===== config.mk =====
export PLATFORM = sky130hd
export DESIGN_NAME = host_cpu_bus_port
export DESIGN_NICKNAME = d
export VERILOG_FILES = /design/src/hdl/host_port_pkg.sv /design/src/hdl/access_router.sv /design/src/hdl/host_cpu_bus_port.sv
export VERILOG_INCLUDE_DIRS = /design/src /design/src/hdl
export SDC_FILE = /design/constraint.sdc
export NUM_CORES = 1
export LEC_CHECK = 0
export BUFFER_PORTS_ARGS = -buffer_cell sky130_fd_sc_hd__buf_2
export CORE_ASPECT_RATIO = 0.7
export CORE_UTILIZATION = 47
export DETAILED_ROUTE_END_ITERATION = 12
export GPL_TIMING_DRIVEN = 0
export HOLD_SLACK_MARGIN = 0.02
export PLACE_DENSITY = 0.73
export SETUP_SLACK_MARGIN = 0.1
export SLEW_MARGIN = 10
export SYNTH_ARGS = -nofsm -noshare
export SYNTH_HDL_FRONTEND = slang
export SYNTH_SLANG_ARGS = --single-unit

===== constraint.sdc =====
create_clock -name clk -period 1.95 [get_ports clk]
set_input_delay 0.0975 -clock clk [delete_from_list [all_inputs] [get_ports clk]]
set_output_delay 0.0975 -clock clk [all_outputs]
set_load 0.005 [all_outputs]

===== src/hdl/host_port_defs.svh =====
// Purpose: Constants of the host processor bus port.
// Assumes: Included by bare name from design files.
// Notes: Definitions only.
`ifndef HOST_PORT_DEFS_SVH
`define HOST_PORT_DEFS_SVH

// Strap level choosing separate read and write strobes
`define STYLE_SEPARATE 1'b1
// Strap level choosing data strobe with direction line
`define STYLE_DATA_STROBE 1'b0
// Level of external_memory_target that selects external memory
`define TARGET_EXTERNAL 1'b1
// Direction line level meaning read in data-strobe style
`define DIR_READ 1'b1
// Position of the byte-select bit inside a byte address
`define BYTE_SEL_BIT 0
// Reset values
`define RST_WORD 16'h0000
`define RST_BIT 1'b0

`endif


===== src/hdl/host_port_pkg.sv =====
// Purpose: Types shared by the host port and its access router.
// Assumes: Nothing beyond SystemVerilog.
// Notes: Constants live in host_port_defs.svh.
package host_port_pkg;

  typedef struct packed {
    logic write;
    logic [15:0] addr;
    logic [15:0] wdata;
  } mem_req_t;

  typedef enum logic [1:0] {
    ST_IDLE,
    ST_BUSY,
    ST_DONE
  } port_fsm_t;

  typedef struct packed {
    port_fsm_t fsm;
    logic start;
    logic ext;
    mem_req_t req;
    logic [15:0] data_out;
    logic data_oe;
    logic rdy_out;
    logic rdy_oe;
    logic irq_out;
    logic irq_oe;
  } port_state_t;

  typedef struct packed {
    logic busy;
    logic int_valid;
    logic ext_valid;
    mem_req_t req;
    logic done;
    logic [15:0] rdata;
  } router_state_t;

endpackage

===== src/hdl/access_router.sv =====
// Purpose: Routes one host access to internal or external memory.
// Assumes: Targets use valid/ready; read data valid with ready.
// Notes: done pulses one cycle after the target accepts.
`include "host_port_defs.svh"

module access_router (
  input wire logic clk, // System clock
  input wire logic rst_n, // Synchronous reset, active low
  input wire logic start, // One-cycle access request
  input wire logic ext, // Access targets external memory
  input wire host_port_pkg::mem_req_t req, // Access to perform
  output host_port_pkg::mem_req_t tgt_req, // Request to both targets
  output logic int_valid, // Request valid, internal target
  input wire logic int_ready, // Internal target accepts
  input wire logic [15:0] int_rdata, // Internal read data
  output logic ext_valid, // Request valid, external memory
  input wire logic ext_ready, // External memory accepts
  input wire logic [15:0] ext_rdata, // External read data
  output logic done, // One-cycle completion pulse
  output logic [15:0] rdata // Captured read data
);

  host_port_pkg::router_state_t s_q, s_d;

  always_comb begin
    s_d = s_q;
    s_d.done = 1'b0;
    if (!s_q.busy && start) begin
      s_d.busy = 1'b1;
      s_d.req = req;
      s_d.int_valid = (ext != `TARGET_EXTERNAL);
      s_d.ext_valid = (ext == `TARGET_EXTERNAL);
    end else if (s_q.int_valid && int_ready) begin
      s_d.busy = 1'b0;
      s_d.int_valid = 1'b0;
      s_d.done = 1'b1;
      if (!s_q.req.write) begin
        s_d.rdata = int_rdata;
      end
    end else if (s_q.ext_valid && ext_ready) begin
      s_d.busy = 1'b0;
      s_d.ext_valid = 1'b0;
      s_d.done = 1'b1;
      if (!s_q.req.write) begin
        s_d.rdata = ext_rdata;
      end
    end
  end

  always_ff @(posedge clk) begin
    if (!rst_n) begin
      s_q <= '0;
    end else begin
      s_q <= s_d;
    end
  end

  assign tgt_req = s_q.req;
  assign int_valid = s_q.int_valid;
  assign ext_valid = s_q.ext_valid;
  assign done = s_q.done;
  assign rdata = s_q.rdata;

endmodule // access_router


===== src/hdl/host_cpu_bus_port.sv =====
// Purpose: Sixteen-bit asynchronous-strobe host processor port.
// Assumes: Pins already synchronous to clk; targets use valid/ready.
// Notes: Pin outputs come from flops, so they lag the pins by one cycle.
// Notes on behaviour
// - Strobes count only while cs_n is low and are ignored while it is high.
// - The write pin is a low write strobe, or the read/write direction line.
// - The read pin is a low read strobe, or the low data strobe.
// - In data-strobe style acknowledge is pulled low while selected once the access is done, else released.
// - Separate style: ready is driven while selected, else released.
// - The interrupt pin is pulled low while one is pending, else released.
// - external_memory_target high routes to external memory, low to internal.
// - Every access moves a whole 16-bit word; no byte transfers exist.
// - Address bits 15 to 1 are driven; the absent bit 0 is the byte select.
`include "host_port_defs.svh"

module host_cpu_bus_port (
  input wire logic clk, // System clock, 100 MHz
  input wire logic rst_n, // Synchronous reset, active low
  input wire logic bus_style, // Strap: 1 separate strobes, 0 data strobe
  input wire logic internal_tie_high, // Must be held high
  input wire logic cs_n, // Chip select, active low
  input wire logic write_or_direction, // Write strobe or read/write line
  input wire logic read_strobe_or_data_strobe, // Read or data strobe
  input wire logic external_memory_target, // 1 external memory, 0 internal
  input wire logic [15:1] addr_in, // Word address bits
  input wire logic [15:0] data_in, // Data bus input
  output logic [15:0] data_out, // Data bus output
  output logic data_oe, // Data bus drive enable
  output logic ready_or_acknowledge, // Ready or acknowledge level
  output logic ready_or_acknowledge_oe, // Ready or acknowledge enable
  output logic irq_out, // Interrupt pin level, always low
  output logic irq_oe, // Interrupt pin pulled while high
  input wire logic irq_pending, // Internal interrupt pending
  output host_port_pkg::mem_req_t tgt_req, // Request to targets
  output logic int_valid, // Request valid, internal target
  input wire logic int_ready, // Internal target accepts
  input wire logic [15:0] int_rdata, // Internal read data
  output logic ext_valid, // Request valid, external memory
  input wire logic ext_ready, // External memory accepts
  input wire logic [15:0] ext_rdata // External read data
);

  host_port_pkg::port_state_t s_q, s_d;
  logic sel;
  logic sep;
  logic wr_act;
  logic rd_act;
  logic done;
  logic [15:0] rdata;

  access_router u_router (
    .clk(clk),
    .rst_n(rst_n),
    .start(s_q.start),
    .ext(s_q.ext),
    .req(s_q.req),
    .tgt_req(tgt_req),
    .int_valid(int_valid),
    .int_ready(int_ready),
    .int_rdata(int_rdata),
    .ext_valid(ext_valid),
    .ext_ready(ext_ready),
    .ext_rdata(ext_rdata),
    .done(done),
    .rdata(rdata)
  );

  always_comb begin
    sel = !cs_n && internal_tie_high;
    sep = (bus_style == `STYLE_SEPARATE);
    if (sep) begin
      wr_act = !write_or_direction;
      rd_act = !read_strobe_or_data_strobe;
    end else begin
      wr_act = !read_strobe_or_data_strobe &&
               (write_or_direction != `DIR_READ);
      rd_act = !read_strobe_or_data_strobe &&
               (write_or_direction == `DIR_READ);
    end
  end

  always_comb begin
    s_d = s_q;
    s_d.start = 1'b0;
    unique case (s_q.fsm)
      host_port_pkg::ST_IDLE: begin
        // Both separate strobes low at once is ambiguous and ignored
        if (sel && (wr_act ^ rd_act)) begin
          s_d.fsm = host_port_pkg::ST_BUSY;
          s_d.start = 1'b1;
          s_d.ext = external_memory_target;
          s_d.req.write = wr_act;
          s_d.req.addr = {addr_in, 1'b0};
          s_d.req.addr[`BYTE_SEL_BIT] = 1'b0;
          s_d.req.wdata = wr_act ? data_in : `RST_WORD;
        end
      end
      host_port_pkg::ST_BUSY: begin
        if (done) begin
          s_d.fsm = host_port_pkg::ST_DONE;
          if (!s_q.req.write) begin
            s_d.data_out = rdata;
          end
        end
      end
      host_port_pkg::ST_DONE: begin
        if (!sel || !(wr_act || rd_act)) begin
          s_d.fsm = host_port_pkg::ST_IDLE;
        end
      end
    endcase
    s_d.data_oe = sel && rd_act && !s_q.req.write &&
                  (s_d.fsm == host_port_pkg::ST_DONE);
    if (sep) begin
      s_d.rdy_oe = sel;
      s_d.rdy_out = (s_d.fsm == host_port_pkg::ST_DONE);
    end else begin
      s_d.rdy_out = 1'b0;
      s_d.rdy_oe = sel &&
                   (s_d.fsm == host_port_pkg::ST_DONE);
    end
    s_d.irq_out = 1'b0;
    s_d.irq_oe = irq_pending;
  end

  always_ff @(posedge clk) begin
    if (!rst_n) begin
      s_q <= '0;
    end else begin
      s_q <= s_d;
    end
  end

  assign data_out = s_q.data_out;
  assign data_oe = s_q.data_oe;
  assign ready_or_acknowledge = s_q.rdy_out;
  assign ready_or_acknowledge_oe = s_q.rdy_oe;
  assign irq_out = s_q.irq_out;
  assign irq_oe = s_q.irq_oe;

endmodule // host_cpu_bus_port


==> results of run 1 <==
-- state kept, by name (all words and copies together), names as in the netlist --
signal and cells:
data_out 16, irq_oe 1, u_router.int_valid 1, u_router.rdata 16, ready_or_acknowledge 1, u_router.done 1, u_router.ext_valid 1, u_router.s_q 1
data_oe 1, ready_or_acknowledge_oe 1, u_router.tgt_req 32, s_q 36
-- stage by stage --
stage	hold slack (ns)	TNS, ns	cells
finish	0.02542	0	847
global route	0.03018	0	847
CTS	0.02044	0	846
detailed placement	0.3292	-10.85	792
global placement	0.3090	-9.059	792
floorplan	0.2192	0	541
-- kinds of logic after synthesis --
group	after synthesis	share of synthesized area
AO/OA/AOI/OAI	112	0.1618
adder cells (fa/ha/maj)	4	0.01099
buffers and inverters	92	0.1324
flip-flops	108	0.4747
other	1	0.0008234
AND/OR/NAND/NOR	223	0.2192
-- power groups by stage --
stage	logic (mW)	registers, mW	clock network (mW)
after floorplan	0.170	2.30	0
after global placement	0.306	2.31	0
after detailed placement	0.313	2.31	0
after CTS	0.376	2.26	1.72
after global routing	0.419	2.26	1.81
final	0.382	2.26	1.69
-- placed cells by master (no fill, tap or decap), types with 6 or more instances in the layout --
| master | n |
|---|---|
| nand2_1 | 151 |
| dlygate4sd3_1 | 38 |
| a221oi_1 | 6 |
| dfxtp_1 | 108 |
| nor2_1 | 18 |
| buf_2 | 130 |
| nor3_2 | 10 |
| a221oi_2 | 10 |
| buf_4 | 58 |
| inv_1 | 6 |
| clkbuf_16 | 9 |
| buf_6 | 6 |
| a21oi_1 | 85 |
| nor3_1 | 6 |
| clkbuf_1 | 14 |
| nand3_1 | 17 |
-- final timing paths --
path	from	end	slack, ns
hold reg to reg	u_router.rdata[2]	data_out[2]	0.45
setup / recovery	bus_style	s_q[46]	0.20
hold / removal	data_in[0]	s_q[21]	0.03
setup reg to reg	s_q[57]	data_out[11]	0.35
-- layer usage --
metal  vias to the layer above  global-route usage  routed length (µm)
li1                       2091                   -                   -
met1                      1985              0.3080                5237
met2                       119              0.3973                5725
met3                        12             0.04280                 594
met4                         0             0.09091                 160
met5                         -                   0                   0
-- final cells by class --
| class | count | share of cell area |
|---|---|---|
| Clock inverter | 5 | 0.004561 |
| Inverter | 6 | 0.003732 |
| Buffer | 85 | 0.09786 |
| Timing Repair Buffer | 167 | 0.1708 |
| Clock buffer | 11 | 0.04022 |
| Tap cell | 124 | 0.02571 |
| Multi-Input combinational cell | 341 | 0.2988 |
| Sequential cell | 108 | 0.3583 |
-- critical path, cell delays in order --
cell     delay [ns]
buf_2          0.11
inv_1          0.08
a21oi_4        0.19
buf_4          0.22
inv_1          0.06
ha_1           0.29
and3b_1        0.17
buf_4          0.15
and2_4         0.15
buf_6          0.13
buf_4          0.17
nand2_1        0.08
a21oi_1        0.07
-- repair_timing --
| action | in CTS | in global routing |
|---|---|---|
| hold endpoints to repair | 35 | 0 |
| hold buffers | 38 | 0 |
| pin swaps | 0 | 1 |
| resized for setup | 3 | 4 |
| buffers inserted | 0 | 2 |
| setup endpoints to repair | 32 | 46 |
==> results.tsv, run 1 <==
metric	value	unit
status	complete, no violations	
Worst IR Drop VDD	0.0003866	V
Async S/R FF share, synth	0	
die height	84.36	µm
Post-Syn Area	4554	µm²
total gr overflow	0	
min-delay worst type	input pin to flop	
Unique masters post-synth	41	
Skew-Pair Late Insertion Delay	0.35	ns
final worst slack	0.1957	ns
DR vias/cell	4.967	
Tcrit/Tclk final	0.8997	
row count	29	
Routed Antenna Nets	0	
crit path launch type	input pin	
drt initial violations	280	
Cell Area, Placed	5356	µm²
main flop type after synthesis	dfxtp_1	
Clk pwr share	0.390	
hold depth	3	
drt drc	0	
Worst-path clk slew	0.07	ns
Final Hold Fails	0	
static leakage	2.588	nW
area grow syn2layout	32.50	%
post-synth top area share	0.4747	
ant diodes	0	
largest net degree at the start of global routing	17	
clk_skew	0.006108	ns
drt pass-1 iters	4	
sequential share of the synthesized area	0.4747	
gr usage total	0.2382	
part of the power in registers	0.521	
internal power	3.317	mW
Core ar.	9216	µm²
switching share of power	0.2342	
unrepaired setup endpoints after global routing	false	
CP max FO	10	
area leader, netlist	dfxtp_1	
max cap viols	0	
CTS root buf	clkbuf_16	
Max Freq	0.5700	GHz
Slew @ Worst Pin	0.6803	ns
Pwr Total	4.331	mW
die width	119.7	µm
multi-input logic area	1803	µm²
Worst R2R Path Depth	7	
#FFs+latches synth	108	
# setup viols final	0	
crit path DAT	1.97	ns
initial core utilization	0.4942	
sequential cell area	2162	µm²
PD cells	717.7	nW/µm²
pre-CTS setup slack	-0.3825	ns
initial antenna violation count	0	
TritonCTS clock tree	yes	
final core utilization	0.6548	
relative slew slack	0.5465	
clock buffer depth	2	
global-route wire length before repair	18910	µm
# nets final	796	
total CTS buffers	9	
Die Area	10090	µm²
Wirelength per Cell	13.83	µm
Comb power frac	0.088	
CP endpoint kind	flop	
Pins Over Slew Limit	0	
design area	6035	µm²
routability cong.	0.7660	
Switch Pwr	1.014	mW
kind of critical path	input pin to flop	
Post-Syn Instances	540	
I/O pin count	130	
DP HPWL	8064	µm
synth top area cells	dfxtp_1, nand2_1, a21oi_1	
drt total wl	11720	µm
share of cells above drive strength 1	0.3361	
Mean Syn Cell Area	8.434	µm²
filler cell count	786	
count leader, synth	nand2_1	
Final Critical Period	1.754	ns
clock sink count	108	
PortBufs	127	
Synth Warn #	0	
Vias	4207	
EDFF count, synth	0	
vias in the first global route	3994	
most common library cells after synthesis	nand2_1, dfxtp_1, a21oi_1	
Crit path required time	2.16	ns
CTS H-Tree Depth	3	
(Power assumes the default switching activity.)
==> run 2: changes to the inputs <==
--- a/config.mk
+++ b/config.mk
@@ -8,11 +8,11 @@
 export LEC_CHECK = 0
 export BUFFER_PORTS_ARGS = -buffer_cell sky130_fd_sc_hd__buf_2
 export CORE_ASPECT_RATIO = 0.7
-export CORE_UTILIZATION = 47
+export CORE_UTILIZATION = 52
 export DETAILED_ROUTE_END_ITERATION = 12
 export GPL_TIMING_DRIVEN = 0
 export HOLD_SLACK_MARGIN = 0.02
-export PLACE_DENSITY = 0.73
+export PLACE_DENSITY = 0.77
 export SETUP_SLACK_MARGIN = 0.1
 export SLEW_MARGIN = 10
 export SYNTH_ARGS = -nofsm -noshare
==> constraint.sdc (replaced) <==
create_clock -name clk -period 1.9 [get_ports clk]
set_input_delay 0.095 -clock clk [delete_from_list [all_inputs] [get_ports clk]]
set_output_delay 0.095 -clock clk [all_outputs]
set_load 0.005 [all_outputs]
==> results.tsv, run 2 (synthesized netlist as in run 1, its figures left out) <==
metric	value	unit	change
commonest non-fill, non-tap cell in the layout	nand2_1		
clock sink count	108		unchanged
highest routed layer	met4		
final worst slack	0.2555	ns	+0.05985 ns
PortBufs	127		unchanged
most frequent cells in the layout	nand2_1, buf_2, dfxtp_1		
total CTS buffers	9		unchanged
routability cong.	0.7764		+1.4%
Slew @ Worst Pin	0.6554	ns	-0.02487 ns
PD cells	720.2	nW/µm²	+0.36%
global-route wire length before repair	18250	µm	-3.5%
routed wl met3	625	µm	+5.2%
die width	113.9	µm	-4.8%
Worst IR Drop VDD	0.0005363	V	+39%
drt total wl	11240	µm	-4.1%
unrepaired setup endpoints after global routing	false		
total gr overflow	0		unchanged
# nets final	804		+1.0%
CTS H-Tree Depth	3		unchanged
min-delay worst type	input pin to flop		
Final Critical Period	1.645	ns	
Vias	4212		+0.12%
TritonCTS clock tree	yes		
Die Area	9143	µm²	-9.4%
met2 wire length	5266	µm	-8.0%
gr usage total	0.2601		+0.02183
clock buffer depth	2		unchanged
Tcrit/Tclk final	0.8655		
largest net degree at the start of global routing	17		unchanged
ant diodes	0		unchanged
kind of critical path	input pin to flop		
static leakage	2.614	nW	+1.0%
relative slew slack	0.5630		+0.01658
Pins Over Slew Limit	0		unchanged
I/O pin count	130		unchanged
Max Freq	0.6081	GHz	
Wirelength per Cell	13.22	µm	-4.4%
area grow syn2layout	33.93	%	
max reg flops	36		unchanged
Reg with most FFs	s_q		
row count	28		-3.4%
# setup viols final	0		unchanged
Core ar.	8478	µm²	-8.0%
wl on met1	5140	µm	-1.9%
drt pass-1 iters	5		+1
Crit path required time	2.12	ns	-0.04 ns
initial antenna violation count	0		unchanged
die height	80.30	µm	-4.8%
max cap viols	0		unchanged
initial core utilization	0.5372		+0.04303
status	complete, no violations		
Final Hold Fails	0		unchanged
Routed Antenna Nets	0		unchanged
drt drc	0		unchanged
share of cells above drive strength 1	0.3288		-0.007332
Skew-Pair Late Insertion Delay	0.35	ns	about the same
drt initial violations	175		-38%
CP max FO	10		unchanged
vias in the first global route	3963		-0.78%
crit path launch type	input pin		
Cell Area, Placed	5354	µm²	about the same
DP HPWL	7794	µm	-3.4%
CP endpoint kind	flop		
clk_skew	0.005277	ns	-0.0008307 ns
Worst-path clk slew	0.07	ns	about the same
design area	6100	µm²	+1.1%
pre-CTS setup slack	-0.2728	ns	+0.1097 ns
CTS root buf	clkbuf_16		
DR vias/cell	4.955		-0.23%
crit path DAT	1.86	ns	-0.11 ns
## run 2: cell count changes in the layout (fill, tap and decap cells not counted)
cell,change
clkbuf_4,+1
buf_1,+1
clkbuf_8,-1
inv_6,+1
buf_2,+1
clkinvlp_4,-1
buf_4,-4
dlygate4sd3_1,+9
buf_6,+1
clkbuf_2,-1
## run 2: per-layer routing
metal | GRT usage | vias up
met5 | 0 | -
met4 | 0.07143 | 0
met3 | 0.07472 | 19
met2 | 0.4390 | 133
met1 | 0.3263 | 1943
li1 | - | 2117
## run 2: report_power, final
part           leakage [nW]  total [mW]  internal [mW]  switching, mW
Sequential            0.872        2.32           2.30         0.0188
Clock                 0.132        1.67          0.877          0.796
Combinational          1.61       0.402          0.198          0.203
Total                  2.61        4.39           3.37           1.02
## run 2: what timing repair did
action	4_1_cts	5_1_grt
endpoints found under the hold margin	40	1
pin swaps	0	1
gates cloned	0	0
resized for setup	1	4
endpoints found under the setup margin	2	43
buffers inserted	0	1
hold buffers	46	1
## run 2: final cells by class
type | instances | area (µm²)
plain buffers | 85 | 590.6
clock buffers | 10 | 229.0
clock inverters | 5 | 28.78
fillers | 669 | 2379
inverters | 6 | 22.52
multi-input cells | 341 | 1803
flip-flops and latches | 108 | 2162
well taps | 120 | 150.1
repair buffers | 175 | 1114
## run 2: worst paths after layout
path                                    start              endpoint  slack, ns  cells after the start
worst max-delay path                bus_style               s_q[51]       0.26                     13
worst min-delay path            int_rdata[12]    u_router.rdata[12]       0.01                      3
worst max register to register        s_q[57]  ready_or_acknowledge       0.33                      6
worst min register to register        s_q[21]   u_router.tgt_req[0]       0.45                      2
## run 2: worst max-delay path, cell delays in order
cell and delay, ns:
buf_2 0.11, inv_1 0.08, a21oi_4 0.17, buf_6 0.17, inv_1 0.06, ha_1 0.28, and3b_1 0.16, buf_4 0.15
and2_4 0.15, buf_6 0.13, buf_4 0.17, nand2_1 0.08, a21oi_1 0.06
## run 2: through the flow
step | power [mW] | utilization | TNS, ns | instances | hold slack (ns)
after detailed placement | 2.689 | 0.6315 | -8.647 | 788 | 0.3117
after global routing | 4.564 | 0.7195 | 0 | 850 | 0.02701
final | 4.393 | 0.7195 | 0 | 850 | 0.01201
after global placement | 2.680 | 0.6315 | -7.043 | 788 | 0.3072
after CTS | 4.420 | 0.7166 | 0 | 849 | 0.02091
after floorplan | 2.540 | - | 0 | 541 | 0.2167
